File: config.mk
export PLATFORM = sky130hd
export DESIGN_NAME = cps_top
export DESIGN_NICKNAME = d
export VERILOG_FILES = /design/src/cps_pkg.sv /design/src/cps_count.sv /design/src/cps_sync.sv /design/src/cps_top.sv
export SDC_FILE = /design/constraint.sdc
export NUM_CORES = 1
export LEC_CHECK = 0
export BUFFER_PORTS_ARGS = -buffer_cell sky130_fd_sc_hd__clkbuf_2
export CAP_MARGIN = 20
export CORE_MARGIN = 1
export CORE_UTILIZATION = 50
export DETAILED_ROUTE_END_ITERATION = 10
export PLACE_DENSITY_LB_ADDON = 0.15
export SYNTH_ARGS = -nofsm -noshare
export SYNTH_HDL_FRONTEND = slang
export SYNTH_SLANG_ARGS = --single-unit
File: constraint.sdc
create_clock -name clk -period 2.75 [get_ports clk]
set_clock_uncertainty 0.1 [all_clocks]
set_input_delay 0.6875 -clock clk [delete_from_list [all_inputs] [get_ports clk]]
set_output_delay 0.6875 -clock clk [all_outputs]
set_load 0.01 [all_outputs]
File: src/cps_pkg.sv
/*
  Shared constants and types of the configuration pin sequencer:
  timing, register map, control field positions, modes and states.
  Assumes a 200 MHz system clock.
*/
`default_nettype none
package cps_pkg;
  // ==========================================================
  // timing
  localparam int CLK_MHZ     = 200;
  localparam int WAIT_MIN_US = 50;
  localparam int WAIT_CYC    = WAIT_MIN_US * CLK_MHZ;
  localparam int CLEAR_CYC   = 512;
  localparam int CONFIG_CLOCK_HALF   = 4;
  localparam int CNT_W       = 16;
  localparam int ADDR_W      = 18;
  localparam int BYTE_W      = 8;
  localparam logic [3:0] BIT_LAST  = 4'h7;
  localparam logic [3:0] BUSY_TICKS = 4'h8;
  localparam logic [6:0] STAT_FILL = 7'h7f;
  // ==========================================================
  // register map, byte offsets
  localparam logic [3:0] REG_CTRL  = 4'h0;
  localparam logic [3:0] REG_STAT  = 4'h4;
  localparam logic [3:0] REG_COUNT = 4'h8;
  localparam int CTL_DONE_WAIT = 0;
  localparam int CTL_DONE_PU_OFF = 1;
  localparam int CTL_DONE_CLK  = 2;
  localparam int CTL_RB_CLK    = 3;
  localparam int CTL_BSCAN     = 4;
  localparam int CTL_DLY_LSB   = 8;
  localparam int DLY_W         = 4;
  localparam logic [31:0] CTRL_RESET = 32'h0000_0300;
  // ==========================================================
  // modes and states
  typedef enum logic [2:0] {
    MODE_MSER = 3'b000,
    MODE_SSER = 3'b001,
    MODE_MPAR = 3'b010,
    MODE_PSYN = 3'b011,
    MODE_PASY = 3'b100,
    MODE_EXPR = 3'b101
  } cps_mode_t;
  localparam logic [23:0] MODE_TABLE = 24'h20_58d0;
  typedef enum logic [3:0] {
    ST_PROG  = 4'b0000,
    ST_CLEAR = 4'b0001,
    ST_WAIT  = 4'b0010,
    ST_DELAY = 4'b0011,
    ST_LOAD  = 4'b0100,
    ST_START = 4'b0101,
    ST_DWAIT = 4'b0110,
    ST_USER  = 4'b0111,
    ST_ERR   = 4'b1000
  } cps_state_t;
endpackage
`default_nettype wire

File: src/cps_count.sv
/*
  Loadable down counter with a zero flag.
  Assumes load and step come from logic on the same clock.
*/
`default_nettype none
module cps_count #(
  parameter int W = 16
) (
  input  wire logic         clk,
  input  wire logic         reset,
  input  wire logic         load,
  input  wire logic [W-1:0] load_value,
  input  wire logic         step,
  output logic              zero
);
  logic [W-1:0] cnt_r;

  always_ff @(posedge clk) begin
    if (reset) begin
      cnt_r <= '0;
    end else if (load) begin
      cnt_r <= load_value;
    end else if (step && cnt_r != '0) begin
      cnt_r <= cnt_r - W'(1);
    end
  end

  assign zero = (cnt_r == '0);
endmodule
`default_nettype wire

File: src/cps_sync.sv
/*
  Two-flop synchroniser for a bus of independent level inputs.
  Assumes each bit is a slow level; no word coherence is given.
*/
`default_nettype none
module cps_sync #(
  parameter int           W   = 1,
  parameter logic [W-1:0] RST = '0
) (
  input  wire logic         clk,
  input  wire logic         reset,
  input  wire logic [W-1:0] d,
  output logic      [W-1:0] q
);
  logic [W-1:0] meta_r;

  always_ff @(posedge clk) begin
    if (reset) begin
      meta_r <= RST;
      q      <= RST;
    end else begin
      meta_r <= d;
      q      <= meta_r;
    end
  end
endmodule
`default_nettype wire

File: src/cps_top.sv
/*
  Configuration pin sequencer: clear/wait/load/start-up sequence and the
  configuration pins of a programmable device, with an Avalon-MM slave.
  Assumes all pin inputs are asynchronous to clk; data_error and
  scan_data_in come from logic on clk.
*/
// The Avalon-MM slave port and the register offsets are this design's own decisions.
// Behaviour
// - device drives config clock in master modes and asynchronous peripheral.
// - after configuration the config clock may be chosen as readback clock.
// - done pin is driven low until configuration finishes.
// - optionally a low done pin delays global init and output enabling.
// - done release timing, its clock and pull-up are control options.
// - program low clears memory and restarts configuration.
// - program high: one full clear, then wait state and init released.
// - ready pin tells peripheral host when next byte may be written.
// - async peripheral read while selected shows ready on top data line.
// - ready pin only weakly pulled up until init goes high.
// - address-advance strobe rises before every PROM address change.
// - mode pins sampled before loading starts, choosing the mode.
// - mode pins weakly pulled up during configuration; open means slave.
// - after configuration these special pins become user I/O.
// - test data out three-states after configuration unless scan used.
// - master modes wait at least 50 us after init high before loading.
// - data error during loading pulls init low.
// - selected read strobe: top data line status, other lines high.
`default_nettype none
module cps_top #(
  parameter int          CLEAR_CYC    = cps_pkg::CLEAR_CYC,
  parameter int          WAIT_CYC     = cps_pkg::WAIT_CYC,
  parameter int          CONFIG_CLOCK_HALF    = cps_pkg::CONFIG_CLOCK_HALF,
  parameter int          CONFIG_BYTES = 16,
  parameter logic [23:0] MODE_TABLE   = cps_pkg::MODE_TABLE
) (
  input  wire logic        clk,
  input  wire logic        reset,
  input  wire logic [3:0]  avs_address,
  input  wire logic        avs_read,
  input  wire logic        avs_write,
  input  wire logic [31:0] avs_writedata,
  output logic      [31:0] avs_readdata,
  output logic             avs_waitrequest,
  input  wire logic        program_n,
  input  wire logic        init_in,
  output logic             init_out,
  output logic             init_oe,
  input  wire logic        done_in,
  output logic             done_out,
  output logic             done_oe,
  output logic             done_pullup_en,
  input  wire logic [2:0]  config_mode_select,
  output logic             mode_pullup_en,
  input  wire logic        config_clock_in,
  output logic             config_clock_out,
  output logic             config_clock_oe,
  output logic             readback_clock_sel,
  input  wire logic [7:0]  data_in,
  output logic      [7:0]  data_out,
  output logic             data_oe,
  input  wire logic        periph_select_low,
  input  wire logic        periph_select_high,
  input  wire logic        write_strobe_n,
  input  wire logic        read_strobe_n,
  output logic             byte_ready_out,
  output logic             byte_ready_oe,
  output logic             byte_ready_pullup,
  output logic      [17:0] prom_address_out,
  output logic             prom_address_oe,
  output logic             address_strobe_out,
  input  wire logic        data_error,
  input  wire logic        scan_data_in,
  output logic             tdo_out,
  output logic             tdo_oe,
  output logic             user_io_enable,
  output logic      [7:0]  config_byte,
  output logic             config_byte_valid
);
  // ==========================================================
  // pin synchronisers
  localparam int SYNC_W = 19;
  logic [SYNC_W-1:0] sync_s;
  logic              prog_n_s, init_s, done_s, config_clock_s;
  logic              sel_low_s, sel_high_s, wstrb_n_s, rstrb_n_s;
  logic [2:0]        mode_s;
  logic [7:0]        data_s;

  cps_sync #(
    .W   (SYNC_W),
    .RST (19'h7_ffff)
  ) u_sync (
    .clk   (clk),
    .reset (reset),
    .d     ({program_n, init_in, done_in, config_mode_select,
             config_clock_in, data_in, periph_select_low,
             periph_select_high, write_strobe_n, read_strobe_n}),
    .q     (sync_s)
  );

  assign {prog_n_s, init_s, done_s, mode_s, config_clock_s, data_s, sel_low_s,
          sel_high_s, wstrb_n_s, rstrb_n_s} = sync_s;

  // ==========================================================
  // state, control and loader declarations
  cps_pkg::cps_state_t state_r;
  cps_pkg::cps_mode_t  mode_r;
  logic [31:0]         ctrl_r;
  logic                clr_zero, wait_zero;
  logic [cps_pkg::DLY_W-1:0] start_cnt_r;
  logic [7:0]          div_r;
  logic                config_clock_int_r, config_clock_d_r, wstrb_d_r;
  logic                int_rise, int_fall, ext_rise, tick;
  logic                dev_clocks, clk_run, selected, config_done;
  logic                periph_mode, take, done_rel_r;
  logic [7:0]          shift_r, in_byte;
  logic [3:0]          bit_cnt_r, busy_cnt_r;
  logic [cps_pkg::CNT_W-1:0] byte_cnt_r;
  logic [cps_pkg::ADDR_W-1:0] addr_r;
  logic                astrobe_r;
  cps_pkg::cps_mode_t  table_mode;

  // mode code lookup through the parameter table
  assign table_mode = cps_pkg::cps_mode_t'(MODE_TABLE[mode_s*3 +: 3]);

  assign config_done = (state_r == cps_pkg::ST_USER);
  assign selected    = !sel_low_s && sel_high_s;
  assign periph_mode = (mode_r == cps_pkg::MODE_PSYN) ||
                       (mode_r == cps_pkg::MODE_PASY);
  // device sources the clock in master and async peripheral
  assign dev_clocks  = (mode_r == cps_pkg::MODE_MSER) ||
                       (mode_r == cps_pkg::MODE_MPAR) ||
                       (mode_r == cps_pkg::MODE_PASY);
  assign clk_run     = (state_r == cps_pkg::ST_LOAD) ||
                       (state_r == cps_pkg::ST_START) ||
                       (state_r == cps_pkg::ST_DWAIT);

  // ==========================================================
  // clear and master wait timers
  cps_count #(
    .W (cps_pkg::CNT_W)
  ) u_clear (
    .clk        (clk),
    .reset      (reset),
    .load       (state_r == cps_pkg::ST_PROG),
    .load_value (cps_pkg::CNT_W'(CLEAR_CYC)),
    .step       (state_r == cps_pkg::ST_CLEAR),
    .zero       (clr_zero)
  );

  cps_count #(
    .W (cps_pkg::CNT_W)
  ) u_wait (
    .clk        (clk),
    .reset      (reset),
    .load       (state_r == cps_pkg::ST_WAIT),
    .load_value (cps_pkg::CNT_W'(WAIT_CYC)),
    .step       (state_r == cps_pkg::ST_DELAY),
    .zero       (wait_zero)
  );

  // ==========================================================
  // config clock: own divider, or edges of the sampled pin
  always_ff @(posedge clk) begin
    if (reset || !clk_run) begin
      div_r      <= '0;
      config_clock_int_r <= 1'b0;
    end else if (div_r == 8'(CONFIG_CLOCK_HALF - 1)) begin
      div_r      <= '0;
      config_clock_int_r <= !config_clock_int_r;
    end else begin
      div_r <= div_r + 8'(1);
    end
  end

  always_ff @(posedge clk) begin
    if (reset) begin
      config_clock_d_r  <= 1'b1;
      wstrb_d_r <= 1'b1;
    end else begin
      config_clock_d_r  <= config_clock_s;
      wstrb_d_r <= wstrb_n_s;
    end
  end

  assign int_rise = clk_run && (div_r == 8'(CONFIG_CLOCK_HALF - 1)) && !config_clock_int_r;
  assign int_fall = clk_run && (div_r == 8'(CONFIG_CLOCK_HALF - 1)) && config_clock_int_r;
  // source clock may stay high indefinitely; only edges count
  assign ext_rise = config_clock_s && !config_clock_d_r;
  assign tick     = dev_clocks ? int_rise : ext_rise;

  // ==========================================================
  // main sequence
  always_ff @(posedge clk) begin
    if (reset) begin
      state_r <= cps_pkg::ST_PROG;
    end else if (!prog_n_s) begin
      state_r <= cps_pkg::ST_PROG;
    end else begin
      case (state_r)
        cps_pkg::ST_PROG:  state_r <= cps_pkg::ST_CLEAR;
        cps_pkg::ST_CLEAR: begin
          if (clr_zero) begin
            state_r <= cps_pkg::ST_WAIT;
          end
        end
        cps_pkg::ST_WAIT: begin
          if (init_s) begin
            if (table_mode == cps_pkg::MODE_MSER ||
                table_mode == cps_pkg::MODE_MPAR) begin
              state_r <= cps_pkg::ST_DELAY;
            end else begin
              state_r <= cps_pkg::ST_LOAD;
            end
          end
        end
        cps_pkg::ST_DELAY: begin
          if (wait_zero) begin
            state_r <= cps_pkg::ST_LOAD;
          end
        end
        cps_pkg::ST_LOAD: begin
          if (data_error) begin
            state_r <= cps_pkg::ST_ERR;
          end else if (byte_cnt_r == cps_pkg::CNT_W'(CONFIG_BYTES)) begin
            state_r <= cps_pkg::ST_START;
          end
        end
        cps_pkg::ST_START: begin
          if (done_rel_r) begin
            state_r <= cps_pkg::ST_DWAIT;
          end
        end
        cps_pkg::ST_DWAIT: begin
          if (!ctrl_r[cps_pkg::CTL_DONE_WAIT] || done_s) begin
            state_r <= cps_pkg::ST_USER;
          end
        end
        cps_pkg::ST_USER:  state_r <= cps_pkg::ST_USER;
        cps_pkg::ST_ERR:   state_r <= cps_pkg::ST_ERR;
        default:           state_r <= cps_pkg::ST_PROG;
      endcase
    end
  end

  // mode captured as loading is about to start
  always_ff @(posedge clk) begin
    if (reset) begin
      mode_r <= cps_pkg::MODE_SSER;
    end else if (state_r == cps_pkg::ST_WAIT && init_s) begin
      mode_r <= table_mode;
    end
  end

  // done release after a programmable count on the chosen clock
  always_ff @(posedge clk) begin
    if (reset || state_r != cps_pkg::ST_START) begin
      start_cnt_r <= ctrl_r[cps_pkg::CTL_DLY_LSB +: cps_pkg::DLY_W];
      done_rel_r  <= config_done || (state_r == cps_pkg::ST_DWAIT);
    end else if (start_cnt_r == '0) begin
      done_rel_r <= 1'b1;
    end else if (ctrl_r[cps_pkg::CTL_DONE_CLK] || tick) begin
      start_cnt_r <= start_cnt_r - cps_pkg::DLY_W'(1);
    end
  end

  // ==========================================================
  // byte loader
  always_comb begin
    in_byte = data_s;
    take    = 1'b0;
    case (mode_r)
      cps_pkg::MODE_MSER, cps_pkg::MODE_SSER: begin
        in_byte = {shift_r[6:0], data_s[0]};
        take    = tick && (bit_cnt_r == cps_pkg::BIT_LAST);
      end
      cps_pkg::MODE_MPAR: take = tick;
      cps_pkg::MODE_PSYN: take = tick && (busy_cnt_r == '0);
      cps_pkg::MODE_PASY: take = selected && !wstrb_n_s && wstrb_d_r &&
                                 (busy_cnt_r == '0);
      cps_pkg::MODE_EXPR: take = tick && sel_high_s;
      default:            take = 1'b0;
    endcase
    if (state_r != cps_pkg::ST_LOAD ||
        byte_cnt_r == cps_pkg::CNT_W'(CONFIG_BYTES)) begin
      take = 1'b0;
    end
  end

  always_ff @(posedge clk) begin
    if (reset || state_r == cps_pkg::ST_PROG) begin
      shift_r    <= '0;
      bit_cnt_r  <= '0;
      busy_cnt_r <= '0;
      byte_cnt_r <= '0;
    end else if (state_r == cps_pkg::ST_LOAD) begin
      if (tick) begin
        shift_r   <= {shift_r[6:0], data_s[0]};
        bit_cnt_r <= take ? 4'h0 : bit_cnt_r + 4'h1;
      end
      if (take && periph_mode) begin
        busy_cnt_r <= cps_pkg::BUSY_TICKS;
      end else if (tick && busy_cnt_r != '0) begin
        busy_cnt_r <= busy_cnt_r - 4'h1;
      end
      if (take) begin
        byte_cnt_r <= byte_cnt_r + cps_pkg::CNT_W'(1);
      end
    end
  end

  always_ff @(posedge clk) begin
    if (reset) begin
      config_byte       <= '0;
      config_byte_valid <= 1'b0;
    end else begin
      config_byte_valid <= take;
      if (take) begin
        config_byte <= in_byte;
      end
    end
  end

  // strobe rises on the byte, address steps on the next falling clock
  always_ff @(posedge clk) begin
    if (reset || state_r == cps_pkg::ST_PROG) begin
      addr_r    <= '0;
      astrobe_r <= 1'b0;
    end else if (mode_r == cps_pkg::MODE_MPAR) begin
      if (take) begin
        astrobe_r <= 1'b1;
      end else if (int_fall && astrobe_r) begin
        astrobe_r <= 1'b0;
        addr_r    <= addr_r + cps_pkg::ADDR_W'(1);
      end
    end
  end

  // ==========================================================
  // pin drivers
  always_ff @(posedge clk) begin
    if (reset) begin
      init_out <= 1'b0;
      init_oe  <= 1'b1;
    end else begin
      init_out <= 1'b0;
      init_oe  <= (state_r == cps_pkg::ST_PROG) ||
                  (state_r == cps_pkg::ST_CLEAR) ||
                  (state_r == cps_pkg::ST_ERR);
    end
  end

  always_ff @(posedge clk) begin
    if (reset) begin
      done_out       <= 1'b0;
      done_oe        <= 1'b1;
      done_pullup_en <= 1'b1;
    end else begin
      done_out       <= 1'b0;
      done_oe        <= !done_rel_r;
      done_pullup_en <= !ctrl_r[cps_pkg::CTL_DONE_PU_OFF];
    end
  end

  always_ff @(posedge clk) begin
    if (reset) begin
      config_clock_out   <= 1'b0;
      config_clock_oe    <= 1'b0;
      readback_clock_sel <= 1'b0;
    end else begin
      config_clock_out   <= config_clock_int_r;
      config_clock_oe    <= clk_run && dev_clocks;
      readback_clock_sel <= config_done &&
                            ctrl_r[cps_pkg::CTL_RB_CLK];
    end
  end

  always_ff @(posedge clk) begin
    if (reset) begin
      byte_ready_out    <= 1'b0;
      byte_ready_oe     <= 1'b0;
      byte_ready_pullup <= 1'b1;
      data_out          <= '0;
      data_oe           <= 1'b0;
    end else begin
      byte_ready_out    <= (busy_cnt_r == '0);
      byte_ready_oe     <= init_s && periph_mode &&
                           !config_done;
      byte_ready_pullup <= !init_s;
      data_out          <= {busy_cnt_r == '0, cps_pkg::STAT_FILL};
      data_oe           <= (mode_r == cps_pkg::MODE_PASY) &&
                           (state_r == cps_pkg::ST_LOAD) && selected &&
                           !rstrb_n_s && wstrb_n_s;
    end
  end

  always_ff @(posedge clk) begin
    if (reset) begin
      prom_address_out   <= '0;
      prom_address_oe    <= 1'b0;
      address_strobe_out <= 1'b0;
      mode_pullup_en     <= 1'b1;
      user_io_enable     <= 1'b0;
      tdo_out            <= 1'b0;
      tdo_oe             <= 1'b1;
    end else begin
      prom_address_out   <= addr_r;
      prom_address_oe    <= (mode_r == cps_pkg::MODE_MPAR) &&
                            (state_r == cps_pkg::ST_LOAD);
      address_strobe_out <= astrobe_r;
      mode_pullup_en     <= !config_done;
      user_io_enable     <= config_done;
      tdo_out            <= scan_data_in;
      tdo_oe             <= ctrl_r[cps_pkg::CTL_BSCAN] ||
                            !config_done;
    end
  end

  // ==========================================================
  // avalon slave: one wait state on every access
  always_ff @(posedge clk) begin
    if (reset) begin
      avs_waitrequest <= 1'b1;
      avs_readdata    <= '0;
      ctrl_r          <= cps_pkg::CTRL_RESET;
    end else if ((avs_read || avs_write) && avs_waitrequest) begin
      avs_waitrequest <= 1'b0;
      avs_readdata    <= '0;
      if (avs_read) begin
        case (avs_address)
          cps_pkg::REG_CTRL:  avs_readdata <= ctrl_r;
          cps_pkg::REG_STAT:  avs_readdata <= {22'h00_0000,
                                               busy_cnt_r == '0,
                                               state_r == cps_pkg::ST_ERR,
                                               config_done, mode_r,
                                               state_r};
          cps_pkg::REG_COUNT: avs_readdata <= 32'(byte_cnt_r);
          default:            avs_readdata <= '0;
        endcase
      end
    end else begin
      avs_waitrequest <= 1'b1;
      if (avs_write && !avs_waitrequest &&
          avs_address == cps_pkg::REG_CTRL) begin
        ctrl_r <= avs_writedata;
      end
    end
  end
endmodule
`default_nettype wire

Word-level counts from Yosys, hierarchy flattened:

Cells that the tools add are included.

* add/sub/neg operators: 8
* $mul: 1
* equal/unequal tests: 28
* shifts and indexed selects: 1
* mux-type cells: 31
* bitwise operators: 3
* reductions and logical operators: 88

Operator list (number)
* $pmux W32 S3: 1
* $mux W4: 13
* $pmux W4 S9: 1
* $logic_not A16 Y1: 2
* $mux W32: 1
* $reduce_bool A16 Y1: 2
* $sub A16 B1 Y16 const B: 2
* $logic_and A1 B1 Y1: 29
* $mux W14: 2
* $eq A4 B3 Y1 const B: 6
* $shiftx A24 B6 Y3 const A: 1
* $mux W10: 2
* $add A18 B1 Y18 const B: 1
* $logic_or A1 B1 Y1: 17
* $add A16 B1 Y16 const B: 1
* $eq A16 B5 Y1 const B: 1
* $logic_not A4 Y1: 4
* $logic_not A1 Y1: 12
* $reduce_and A2 Y1: 6
* $reduce_bool A2 Y1: 6
* $ne A2 B2 Y1 const B: 5
* $reduce_or A2 Y1: 5
* $eq A3 B2 Y1 const B: 3
* $add A8 B1 Y8 const B: 1
* other kinds (22): 36

* register bits after elaboration: 258
* input bits: 61
* output and inout bits: 86
* word-level logic and storage cells: 203

Logic depth before layout (Yosys ltp):

Gate-level depths: netlist of the first run.

* depth after elaboration: 12
* depth in mapped cells: 9
* mapped depth without buffers: 8

By module:

A second synthesis of the first run with hierarchy kept.

* cell total of the unflattened synthesis: 1190
* area, all modules: 10415.0 um2

Modules (own cells, without submodules)
* cps_top: times used 1, cells each 882, area an instance 7489.7 um2, sequential area each 3693.5 um2
* cps_count: times used 2, cells each 114, area an instance 944.7 um2, sequential area each 320.3 um2
* cps_sync: times used 1, cells each 80, area an instance 1036.0 um2, sequential area each 760.7 um2

Least setup slack after synthesis of the first run:

Ideal clock, no wire load.

* kind: input to register
* start point: input avs_address[1]
* end point: register avs_readdata[22]
* library setup time: 65 ps
* data arrival time: 2424 ps
* data required time: 2585 ps
* setup slack: 161 ps
* cell stages on the path: 6
* buffers on the path: 2
* cell sequence: nor4_1 -> and3_1 -> clkbuf_1 -> clkbuf_1 -> a22oi_1 -> nor2_1

* cells in the longest elaborated chain, start to end: 3
* elaborated cells on any way between the ends: 5
* those cells by class: eq/ne (2); mux (2); reduce/logical (1)

RTL lines
* start: declaration: RTL line cps_top.sv:37 `input wire logic [3:0] avs_address,`
* $eq A4 B4 Y1, or another cell as far along: RTL line cps_top.sv:428 `case (avs_address)`
* $pmux W32 S3 (*): RTL line cps_top.sv:428
* $mux W32 (*): RTL line cps_top.sv:427 `if (avs_read) begin`
* end signal: assignment: RTL line cps_top.sv:429 `cps_pkg::REG_CTRL: avs_readdata <= ctrl_r;`
* end signal: assignment: RTL line cps_top.sv:430 `cps_pkg::REG_STAT: avs_readdata <= {22'h00_0000,`
* end signal: assignment: RTL line cps_top.sv:435 `cps_pkg::REG_COUNT: avs_readdata <= 32'(byte_cnt_r);`
* end: declaration: RTL line cps_top.sv:41 `output logic [31:0] avs_readdata,`

Mark *: on every way between the ends. The rest lies on a longest branch, timed or not.
A chain may end at the register's enable or synchronous reset.

Worst setup path in the final report of the first run:

* start point: register div_r[1]
* end point: register config_byte[7]

* cells in the longest elaborated chain, start to end: 7
* elaborated cells on any way between the ends: 9
* those cells by class: eq/ne (1); mux (3); reduce/logical (5)

RTL lines
* start: declaration: RTL line cps_top.sv:109 `logic [7:0] div_r;`
* start signal: assignment: RTL line cps_top.sv:170 `div_r <= div_r + 8'(1);`
* $eq A8 B2 Y1 (*): RTL line cps_top.sv:184 `assign int_rise = clk_run && (div_r == 8'(CONFIG_CLOCK_HALF - 1)) && !config_clock_int_r;`
* $logic_and A1 B1 Y1 (*) (2 in a row): RTL line cps_top.sv:184
* $mux W1 (*): RTL line cps_top.sv:188 `assign tick = dev_clocks ? int_rise : ext_rise;`
* $logic_and A1 B1 Y1, on equally long branches: RTL line cps_top.sv:279, cps_top.sv:273, cps_top.sv:276
* $pmux W1 S5 (*): RTL line cps_top.sv:270 `case (mode_r)`
* $mux W1 (*): RTL line cps_top.sv:282 `if (state_r != cps_pkg::ST_LOAD ||`
* end signal: assignment: RTL line cps_top.sv:317 `config_byte <= in_byte;`
* end: declaration: RTL line cps_top.sv:75 `output logic [7:0] config_byte,`

Marks and branches as above.

==> flow_summary.toml, run 1 <==
[outcome]
run_status = "finished clean"

[critical_path]
ff2ff_setup_slack_ps = 150
category_of_the_worst_setup_path_capture_point = "flip-flop"
worst_reg2reg_endpoint = "config_byte[7]"
crit_path_start_kind = "flip-flop"
crit_fanout = 16
worst_ep_required_time_ps = 3070
critical_path_class = "reg -> reg"
worst-endpoint-arrival_ps = 2930
ff2ff_path_depth = 9
critical_path.reg2reg.startpoint = "div_r[1]"

[cts]
cts_tree = "built"
cts_max_level = 1
clock_root_buffer = "clkbuf_16"
post_cts_hold_buffers = 0
postCtsSetupBuffers = 0
clock-sinks = 252
cts.clk_slew.worst_paths_ps = 60
cts-buffers-inserted = 26
cts_max_path_buffers = 3
worst_skew_pair_latency_ps = 530

[sta]
final-max-slew-violation-count = 0
grt_setup_unrepaired = "no"
timing.final.setup_violations = 0
worst_slew_margin_rel_pct = 44.2
report.final.hold_viol_count = 0
worst-slew-pin-transition_ps = 834
tcrit_tclk_final_pct = 94.6
fin_crit_ps = 2600
achievable-frequency_mhz = 384

[synth]
yosysTopAreaCell = "dfxtp_1"
synthDominantCellAreaShare_pct = 50.1
synth_cell_types = 65
async_reset_ff_share_pct = 0
netlist_area_um2 = 9880
yosysWarningCount = 0
synth-seq-cells = 252
synthCells = 1111
postSynthAreaPerCell_um2 = 8.89
yosysSeqAreaShare_pct = 51.6
post_synth_main_area_contributors = "dfxtp_1 (50%), a21oi_1 (5.6%), nor2_1 (5.0%)"
synth_enable_flop_cells = 5
postSynth.topFlopCell = "dfxtp_1"

[floorplanning]
design.die.area_um2 = 20300
initial_core_util_pct = 50.9
core_area_um2 = 19400
die-height_um = 143
num_rows = 51
io_pins = 147
die_width_um = 143

[detailed_routing]
postRouteWirelength_mm = 22.8
detail-route-antenna-nets = 0
drt_pass1_iterations = 5
detail_route.drc_violations = 0
route.detailed.wl_per_inst_um = 14.9
avgViaCountPerCell = 5.34
dr.first_iter.drc_count = 538
num_vias = 8199

[hold_path]
worst_hold_startpoint = "read_strobe_n"
holdPathEnd = "u_sync.meta_r[0]"
holdCritPathClass = "in -> reg"
min_delay_path_depth = 2

[global_routing]
via_count_of_the_first_global_routing_pass = 7593
pin_count_of_the_biggest_net_entering_global_routing = 59
global_route.usage.total_pct = 22.4
wire_length_of_the_first_global_routing_pass_mm = 37.1
grt_remaining_overflow = 0
antenna_found_initial = 1

[power]
irDropWorstVdd_v = 0.000511
powerDensity_nw_per_um2 = 720
total_leakage_power_nw = 4.62
report.power.total_mw = 8.55

[cells_and_area]
layout_commonest_cell = "dfxtp_1"
fraction_of_final_layout_cells_with_drive_strength_greater_than_1_pct = 22.7
num-fill-cells = 1746
layout.core_utilization_pct = 61.2
area_growth_pct = 20.2
ff_latch_area_um2 = 5090
layout.cells.most_common_list = "dfxtp_1 (247), clkbuf_2 (143), nor2_1 (131)"
multi_input_area_um2 = 4430
antenna-diode-count = 0
net_count_final = 1325

[place]
io_buffer_count = 144
hpwl_mm = 15.9
place.gp.congestion = 0.849

[run]
maxCapViolCount = 0
## power by group
group	total (mW)	internal, mW	leakage [nW]	switching (mW)
Combinational	1.09	0.409	2.11	0.682
Sequential	3.87	3.78	2.06	0.0857
Clock	3.59	2.19	0.458	1.40
## synth_stat cells (all sizes together), types with 2 or more instances
library cell  number
a211oi             9
xnor2             27
nor4bb             2
a31o               2
nand3b             4
a222oi             8
and3b              2
or3               22
dfxtp            247
a31oi              3
or2               42
nor2b             17
nor2             132
o2111ai            3
nor3              24
ha                12
and3              10
nor4b              3
xor2              20
o22ai              2
nor4              13
nand2b             9
clkbuf            54
nand2            119
a41o               3
o211ai             2
nor3b              4
inv               24
o21ai             25
nand4b             4
nand4             14
buf               17
and2               6
and4               4
edfxtp             5
a21oi            111
nand3             36
o31ai              8
mux2i             10
or4               13
a22oi             24
## repair_timing
item / 4_1_cts / 5_1_grt
hold endpoints to repair: 0 / 0
endpoints found under the setup margin: 22 / 30
resized for setup: 2 / 4
cloned: 0 / 0
## critical path, stage by stage (launching register included)
cell	delay (ps)
dfxtp_1	370
ha_1	220
nand2b_1	90
or4_4	560
o21ai_4	220
buf_4	250
a21o_4	180
buf_4	160
a21oi_1	90
a211oi_1	250
## flip-flops by register name, summed over array words and instances (netlist names), 7 cells and up
signal	flops
addr_r	18
avs_readdata	32
byte_cnt_r	16
config_byte	8
ctrl_r	32
div_r	8
prom_address_out	18
shift_r	7
u_clear.cnt_r	16
u_sync.meta_r	19
u_sync.q	19
u_wait.cnt_r	16
## logic make-up (layout without fill, tap and decap cells)
family / Yosys count / after routing / synth area share (%)
AOI/OAI and AO/OA: 211 / 211 / 13.2
DFF: 252 / 252 / 51.6
other: 1 / 2 / 0.0380
buffers and inverters: 96 / 255 / 4.12
adders and majority gates: 12 / 12 / 1.52
muxes: 10 / 10 / 1.01
and+or+nand+nor: 482 / 482 / 24.4
xor gates and xnor gates: 47 / 47 / 4.17
## area by class of cell
type	count	share of cell area [%]
multi-input cells	764	37.3
inverters	25	0.791
well taps	265	2.79
clock inverters	7	0.506
clock buffers	40	7.12
repair buffers	183	8.56
flip-flops and latches	252	42.9
## per-stage QoR
step	setup TNS [ps]	cell area, um2	setup WS [ps]	instances	hold slack, ps
floorplan	0	9880	161	1112	271
global placement	0	10900	37.6	1489	291
detailed placement	-852	10900	-86.1	1489	294
CTS	0	11800	66.2	1536	235
global route	0	11900	18.2	1536	233
finish	0	11900	149	1536	246
## per-layer routing
metal	vias to the layer above	wire, um	global-route usage (%)
met3	38	1240	3.60
met2	231	10300	35.6
met1	3811	10800	30.9
li1	4119	-	-
met4	0	504	7.58
met5	-	0	0
## worst max-delay path by stage
stage,startpoint,end,cells past startpoint,slack [ps]
finish,div_r[1],config_byte[7],9,150
global route,div_r[1],config_byte[7],9,20
CTS,div_r[1],config_byte[7],9,70
detailed placement,div_r[1],config_byte[7],8,-90
global placement,div_r[1],byte_cnt_r[2],8,40
floorplan,avs_address[1],avs_readdata[22],6,160
(Power assumes the default switching activity.)
==> run 2, diff against run 1 <==
--- a/config.mk
+++ b/config.mk
@@ -8,7 +8,7 @@
 export BUFFER_PORTS_ARGS = -buffer_cell sky130_fd_sc_hd__clkbuf_2
 export CAP_MARGIN = 20
 export CORE_MARGIN = 1
-export CORE_UTILIZATION = 50
+export CORE_UTILIZATION = 35
 export DETAILED_ROUTE_END_ITERATION = 10
 export PLACE_DENSITY_LB_ADDON = 0.15
 export SYNTH_ARGS = -nofsm -noshare
==> flow_summary.toml, run 2 (synthesized netlist as in run 1, its figures left out) <==
[cts]
post_cts_hold_buffers = 0
cts_max_level = 1
post_cts_resize_count = 3
clock_root_buffer = "clkbuf_16"
worst_skew_pair_latency_ps = 530
cts_tree = "built"
cts-buffers-inserted = 28
cts.clk_slew.worst_paths_ps = 60
postCtsSetupBuffers = 0
cts_max_path_buffers = 3
clock-sinks = 252

[critical_path]
worstPathBufferInverterCount = 1
timing.critical_path.slowest_cell_delay_ps = 560
kind_of_cell_adding_the_most_delay_to_the_critical_path = "simple AND/OR/NAND/NOR gates"
crit_path_start_kind = "flip-flop"
critical_path.cell_chain = "ha_1, nand2b_1, or4_4, o21ai_4, a21oi_2, buf_4, or3_1, a21oi_1"
worst_ep_required_time_ps = 3120
critical_path_class = "reg -> reg"
crit_fanout = 21
worst-endpoint-arrival_ps = 2890
worst_path_max_delay_cell = "or4_4"
ff2ff_setup_slack_ps = 220
category_of_the_worst_setup_path_capture_point = "flip-flop"

[cells_and_area]
fraction_of_final_layout_cells_with_drive_strength_greater_than_1_pct = 22.6
layout.cells.most_common_list = "dfxtp_1 (247), clkbuf_2 (143), nor2_1 (131)"
finish.cell_count_without_fillers = 1654
net_count_final = 1332
layout_top_registers = "avs_readdata (32), ctrl_r (32)"
area_growth_pct = 22.0
layout_commonest_cell = "dfxtp_1"
finish.instance_area_um2 = 12100

[detailed_routing]
detail_route.drc_violations = 0
avgViaCountPerCell = 4.90
dr.first_iter.drc_count = 525
postRouteWirelength_mm = 24.6
num_vias = 8109
route.detailed.wl_per_inst_um = 14.9
drt_pass1_iterations = 5
detail-route-antenna-nets = 0

[place]
dp_cells = 1607
hpwl_mm = 17.5
place.gp.congestion = 0.829
io_buffer_count = 144
dpl_cell_area_um2 = 11100

[sta]
grt_setup_unrepaired = "no"
achievable-frequency_mhz = 396
timing.final.setup_violations = 0
worst-slew-pin-transition_ps = 816
worst_slew_margin_rel_pct = 45.6
report.final.hold_viol_count = 0
final-max-slew-violation-count = 0
fin_setup_tns_ps = 0
fin_crit_ps = 2530
tcrit_tclk_final_pct = 91.9

[floorplanning]
die-height_um = 170
design.die.area_um2 = 28900
core_area_um2 = 27800
die_width_um = 170
initial_core_util_pct = 35.5
num_rows = 61
io_pins = 147

[power]
irDropWorstVdd_v = 0.000395
powerDensity_nw_per_um2 = 713
total_leakage_power_nw = 4.65
report.power.total_mw = 8.60

[global_routing]
wire_length_of_the_first_global_routing_pass_mm = 39.6
pin_count_of_the_biggest_net_entering_global_routing = 79
global_route.usage.total_pct = 16.8
antenna_found_initial = 0
via_count_of_the_first_global_routing_pass = 7724
grt_remaining_overflow = 0

[outcome]
run_status = "finished clean"

[hold_path]
holdCritPathClass = "in -> reg"

[run]
maxCapViolCount = 0
==> run 2: worst paths after layout <==
path	to	startpoint	cells past startpoint
setup / recovery	byte_cnt_r[8]	div_r[1]	8
hold / removal	u_sync.meta_r[17]	init_in	2
setup reg to reg	byte_cnt_r[8]	div_r[1]	8
hold reg to reg	u_sync.q[11]	u_sync.meta_r[11]	1
==> run 2: power breakdown <==
group	switching, mW	internal [mW]	total, mW
registers	0.110	3.78	3.89
clock network	1.41	2.19	3.60
logic	0.666	0.439	1.11
total	2.19	6.41	8.60
==> run 2: final cells by class <==
type / count / area, um2
timing repair buffer: 188 / 1080
tap: 378 / 473
sequential: 252 / 5090
antenna: 1 / 2.50
clock buffer: 41 / 842
multi-input combinational: 764 / 4420
clock inverter: 5 / 50.0
inverter: 25 / 93.8
fill: 2828 / 15700
==> run 2: routing by layer <==
layer	up-vias	GRT usage [%]	part of all wire (%)
met5	-	0	0
met4	0	4.19	1.7
met3	30	2.77	4.7
met2	167	27.8	45
met1	3772	22.8	49
li1	4140	-	-
==> run 2: worst reg2reg max path: cells and delay by family (launching register included) <==
family,cells,cell delay [ps]
adders and majority gates,1,220
buffers and inverters,1,250
DFF,1,360
AOI/OAI and AO/OA,3,540
and+or+nand+nor,3,1010
==> run 2: per-stage QoR <==
step | hold WS [ps] | worst slack [ps] | util, %
4_1_cts | 210 | 84.8 | 43.3
3_5_place_dp | 293 | -15.6 | 40.1
2_1_floorplan | 271 | 161 | -
5_1_grt | 213 | 39.2 | 43.4
6_report | 228 | 224 | 43.4
3_3_place_gp | 292 | 47.5 | 40.1
==> run 3, diff against run 2 <==
--- a/config.mk
+++ b/config.mk
@@ -5,11 +5,11 @@
 export SDC_FILE = /design/constraint.sdc
 export NUM_CORES = 1
 export LEC_CHECK = 0
-export BUFFER_PORTS_ARGS = -buffer_cell sky130_fd_sc_hd__clkbuf_2
 export CAP_MARGIN = 20
 export CORE_MARGIN = 1
 export CORE_UTILIZATION = 35
 export DETAILED_ROUTE_END_ITERATION = 10
+export DONT_BUFFER_PORTS = 1
 export PLACE_DENSITY_LB_ADDON = 0.15
 export SYNTH_ARGS = -nofsm -noshare
 export SYNTH_HDL_FRONTEND = slang
==> flow_summary.toml, run 3 (synthesized netlist as in run 1, its figures left out) <==
[hold_path]
holdCritPathClass = "in -> reg"
worst_hold_startpoint = "reset"

[sta]
worst_slew_margin_rel_pct = 46.3
fin_crit_ps = 2540
postLayoutSetupSlackWorst_ps = 215
report.final.hold_viol_count = 0
grt_setup_unrepaired = "no"
achievable-frequency_mhz = 394
final-max-slew-violation-count = 0
tcrit_tclk_final_pct = 92.2
timing.final.setup_violations = 0
worst-slew-pin-transition_ps = 803

[detailed_routing]
detail_route.drc_violations = 0
num_vias = 7578
detail-route-antenna-nets = 0
drt_pass1_iterations = 5
avgViaCountPerCell = 5.00
route.detailed.wl_per_inst_um = 15.6
postRouteWirelength_mm = 23.7
dr.first_iter.drc_count = 469

[run]
maxCapViolCount = 0

[cells_and_area]
layout_top_registers = "avs_readdata (32), ctrl_r (32)"
multi_input_area_um2 = 4420
fraction_of_final_layout_cells_with_drive_strength_greater_than_1_pct = 13.3
finish.cell_count_without_fillers = 1517
net_count_final = 1191
area_growth_pct = 15.5
num-fill-cells = 2847
layout_commonest_cell = "dfxtp_1"
ff_latch_area_um2 = 5090
layout.cells.most_common_list = "dfxtp_1 (247), nor2_1 (131), nand2_1 (118)"
antenna-diode-count = 0

[power]
powerDensity_nw_per_um2 = 768
total_leakage_power_nw = 4.05
report.power.total_mw = 8.76
irDropWorstVdd_v = 0.000441

[floorplanning]
design.die.area_um2 = 28900
die_width_um = 170
core_area_um2 = 27800
initial_core_util_pct = 35.5
num_rows = 61
io_pins = 147
die-height_um = 170

[cts]
post_cts_hold_buffers = 0
cts_max_level = 1
worst_skew_pair_latency_ps = 530
cts_tree = "built"
cts_max_path_buffers = 3
clock-sinks = 252
cts.clk_slew.worst_paths_ps = 60
clock_root_buffer = "clkbuf_16"
cts-buffers-inserted = 28

[global_routing]
globalRouteMet2Util_pct = 26.1
global_route.usage.total_pct = 16.2
grt_busiest_layer = "met2"
antenna_found_initial = 0
via_count_of_the_first_global_routing_pass = 7160
grt_remaining_overflow = 0
pin_count_of_the_biggest_net_entering_global_routing = 146
groute.layer.met1.usage_pct = 22.1
wire_length_of_the_first_global_routing_pass_mm = 38.2
groute.layer.met3.usage_pct = 3.79

[critical_path]
crit_path_start_kind = "flip-flop"
worst_ep_required_time_ps = 3070
worst_path_max_delay_cell = "or4_4"
critical_path_class = "reg -> reg"
critical_path.cell_chain = "ha_1, nand2b_1, or4_4, o21ai_4, buf_6, a21o_1, buf_4, nand3_1, a41o_1"
critical_path.reg2reg.startpoint = "div_r[1]"
startpoint = "div_r[1]"
crit_fanout = 17
worst-endpoint-arrival_ps = 2850
timing.critical_path.slowest_cell_delay_ps = 560
worstPathBufferInverterCount = 2
category_of_the_worst_setup_path_capture_point = "flip-flop"
kind_of_cell_adding_the_most_delay_to_the_critical_path = "simple AND/OR/NAND/NOR gates"

[place]
hpwl_mm = 16.3
place.gp.congestion = 0.797
dp_slack_ps = -5.51
dp_cells = 1466
io_buffer_count = 0

[outcome]
run_status = "finished clean"
==> run 3: layout make-up <==
cell class              count  share of cell area (%)
multi-input cells         764                    38.7
well taps                 378                    4.15
repair buffers             47                    3.13
flip-flops and latches    252                    44.7
clock buffers              39                    7.04
clock inverters            12                    1.47
inverters                  25                   0.823
==> run 3: per-stage QoR <==
step | utilization, % | hold WS [ps] | TNS [ps] | area, um2
floorplan | - | 271 | 0 | 9880
global placement | 37.5 | 293 | 0 | 10400
detailed placement | 37.5 | 292 | -11.3 | 10400
CTS | 41.0 | 112 | 0 | 11400
global route | 41.1 | 97.6 | 0 | 11400
finish | 41.1 | 131 | 0 | 11400
==> run 3: final timing paths <==
| path | depth (start not counted) | to | slack [ps] |
|---|---|---|---|
| max | 9 | busy_cnt_r[1] | 210 |
| min | 1 | tdo_out | 130 |
| min reg2reg | 1 | u_sync.q[9] | 310 |
| max reg2reg | 9 | busy_cnt_r[1] | 210 |
==> run 3: power breakdown <==
group,internal [mW],total [mW],switching [mW]
registers,3.78,3.88,0.0956
clock network,2.41,3.89,1.48
logic,0.377,1.00,0.623
==> run 3: per-layer routing <==
metal,up-vias,share of wire [%]
met3,22,6.6
met4,0,1.2
met2,163,44
met1,3544,48
met5,-,0
li1,3849,-
==> run 3: worst reg2reg max path: stages (launching register included) <==
cell      delay (ps)
dfxtp_1          370
ha_1             230
nand2b_1          90
or4_4            560
o21ai_4          230
buf_6            220
a21o_1           170
buf_4            140
nand3_1           80
a41o_1           250
==> run 3: timing repair <==
item,4_1_cts,5_1_grt
pin swaps,0,0
setup buffers,0,0
gates resized for setup,2,3
setup endpoints to repair,5,33
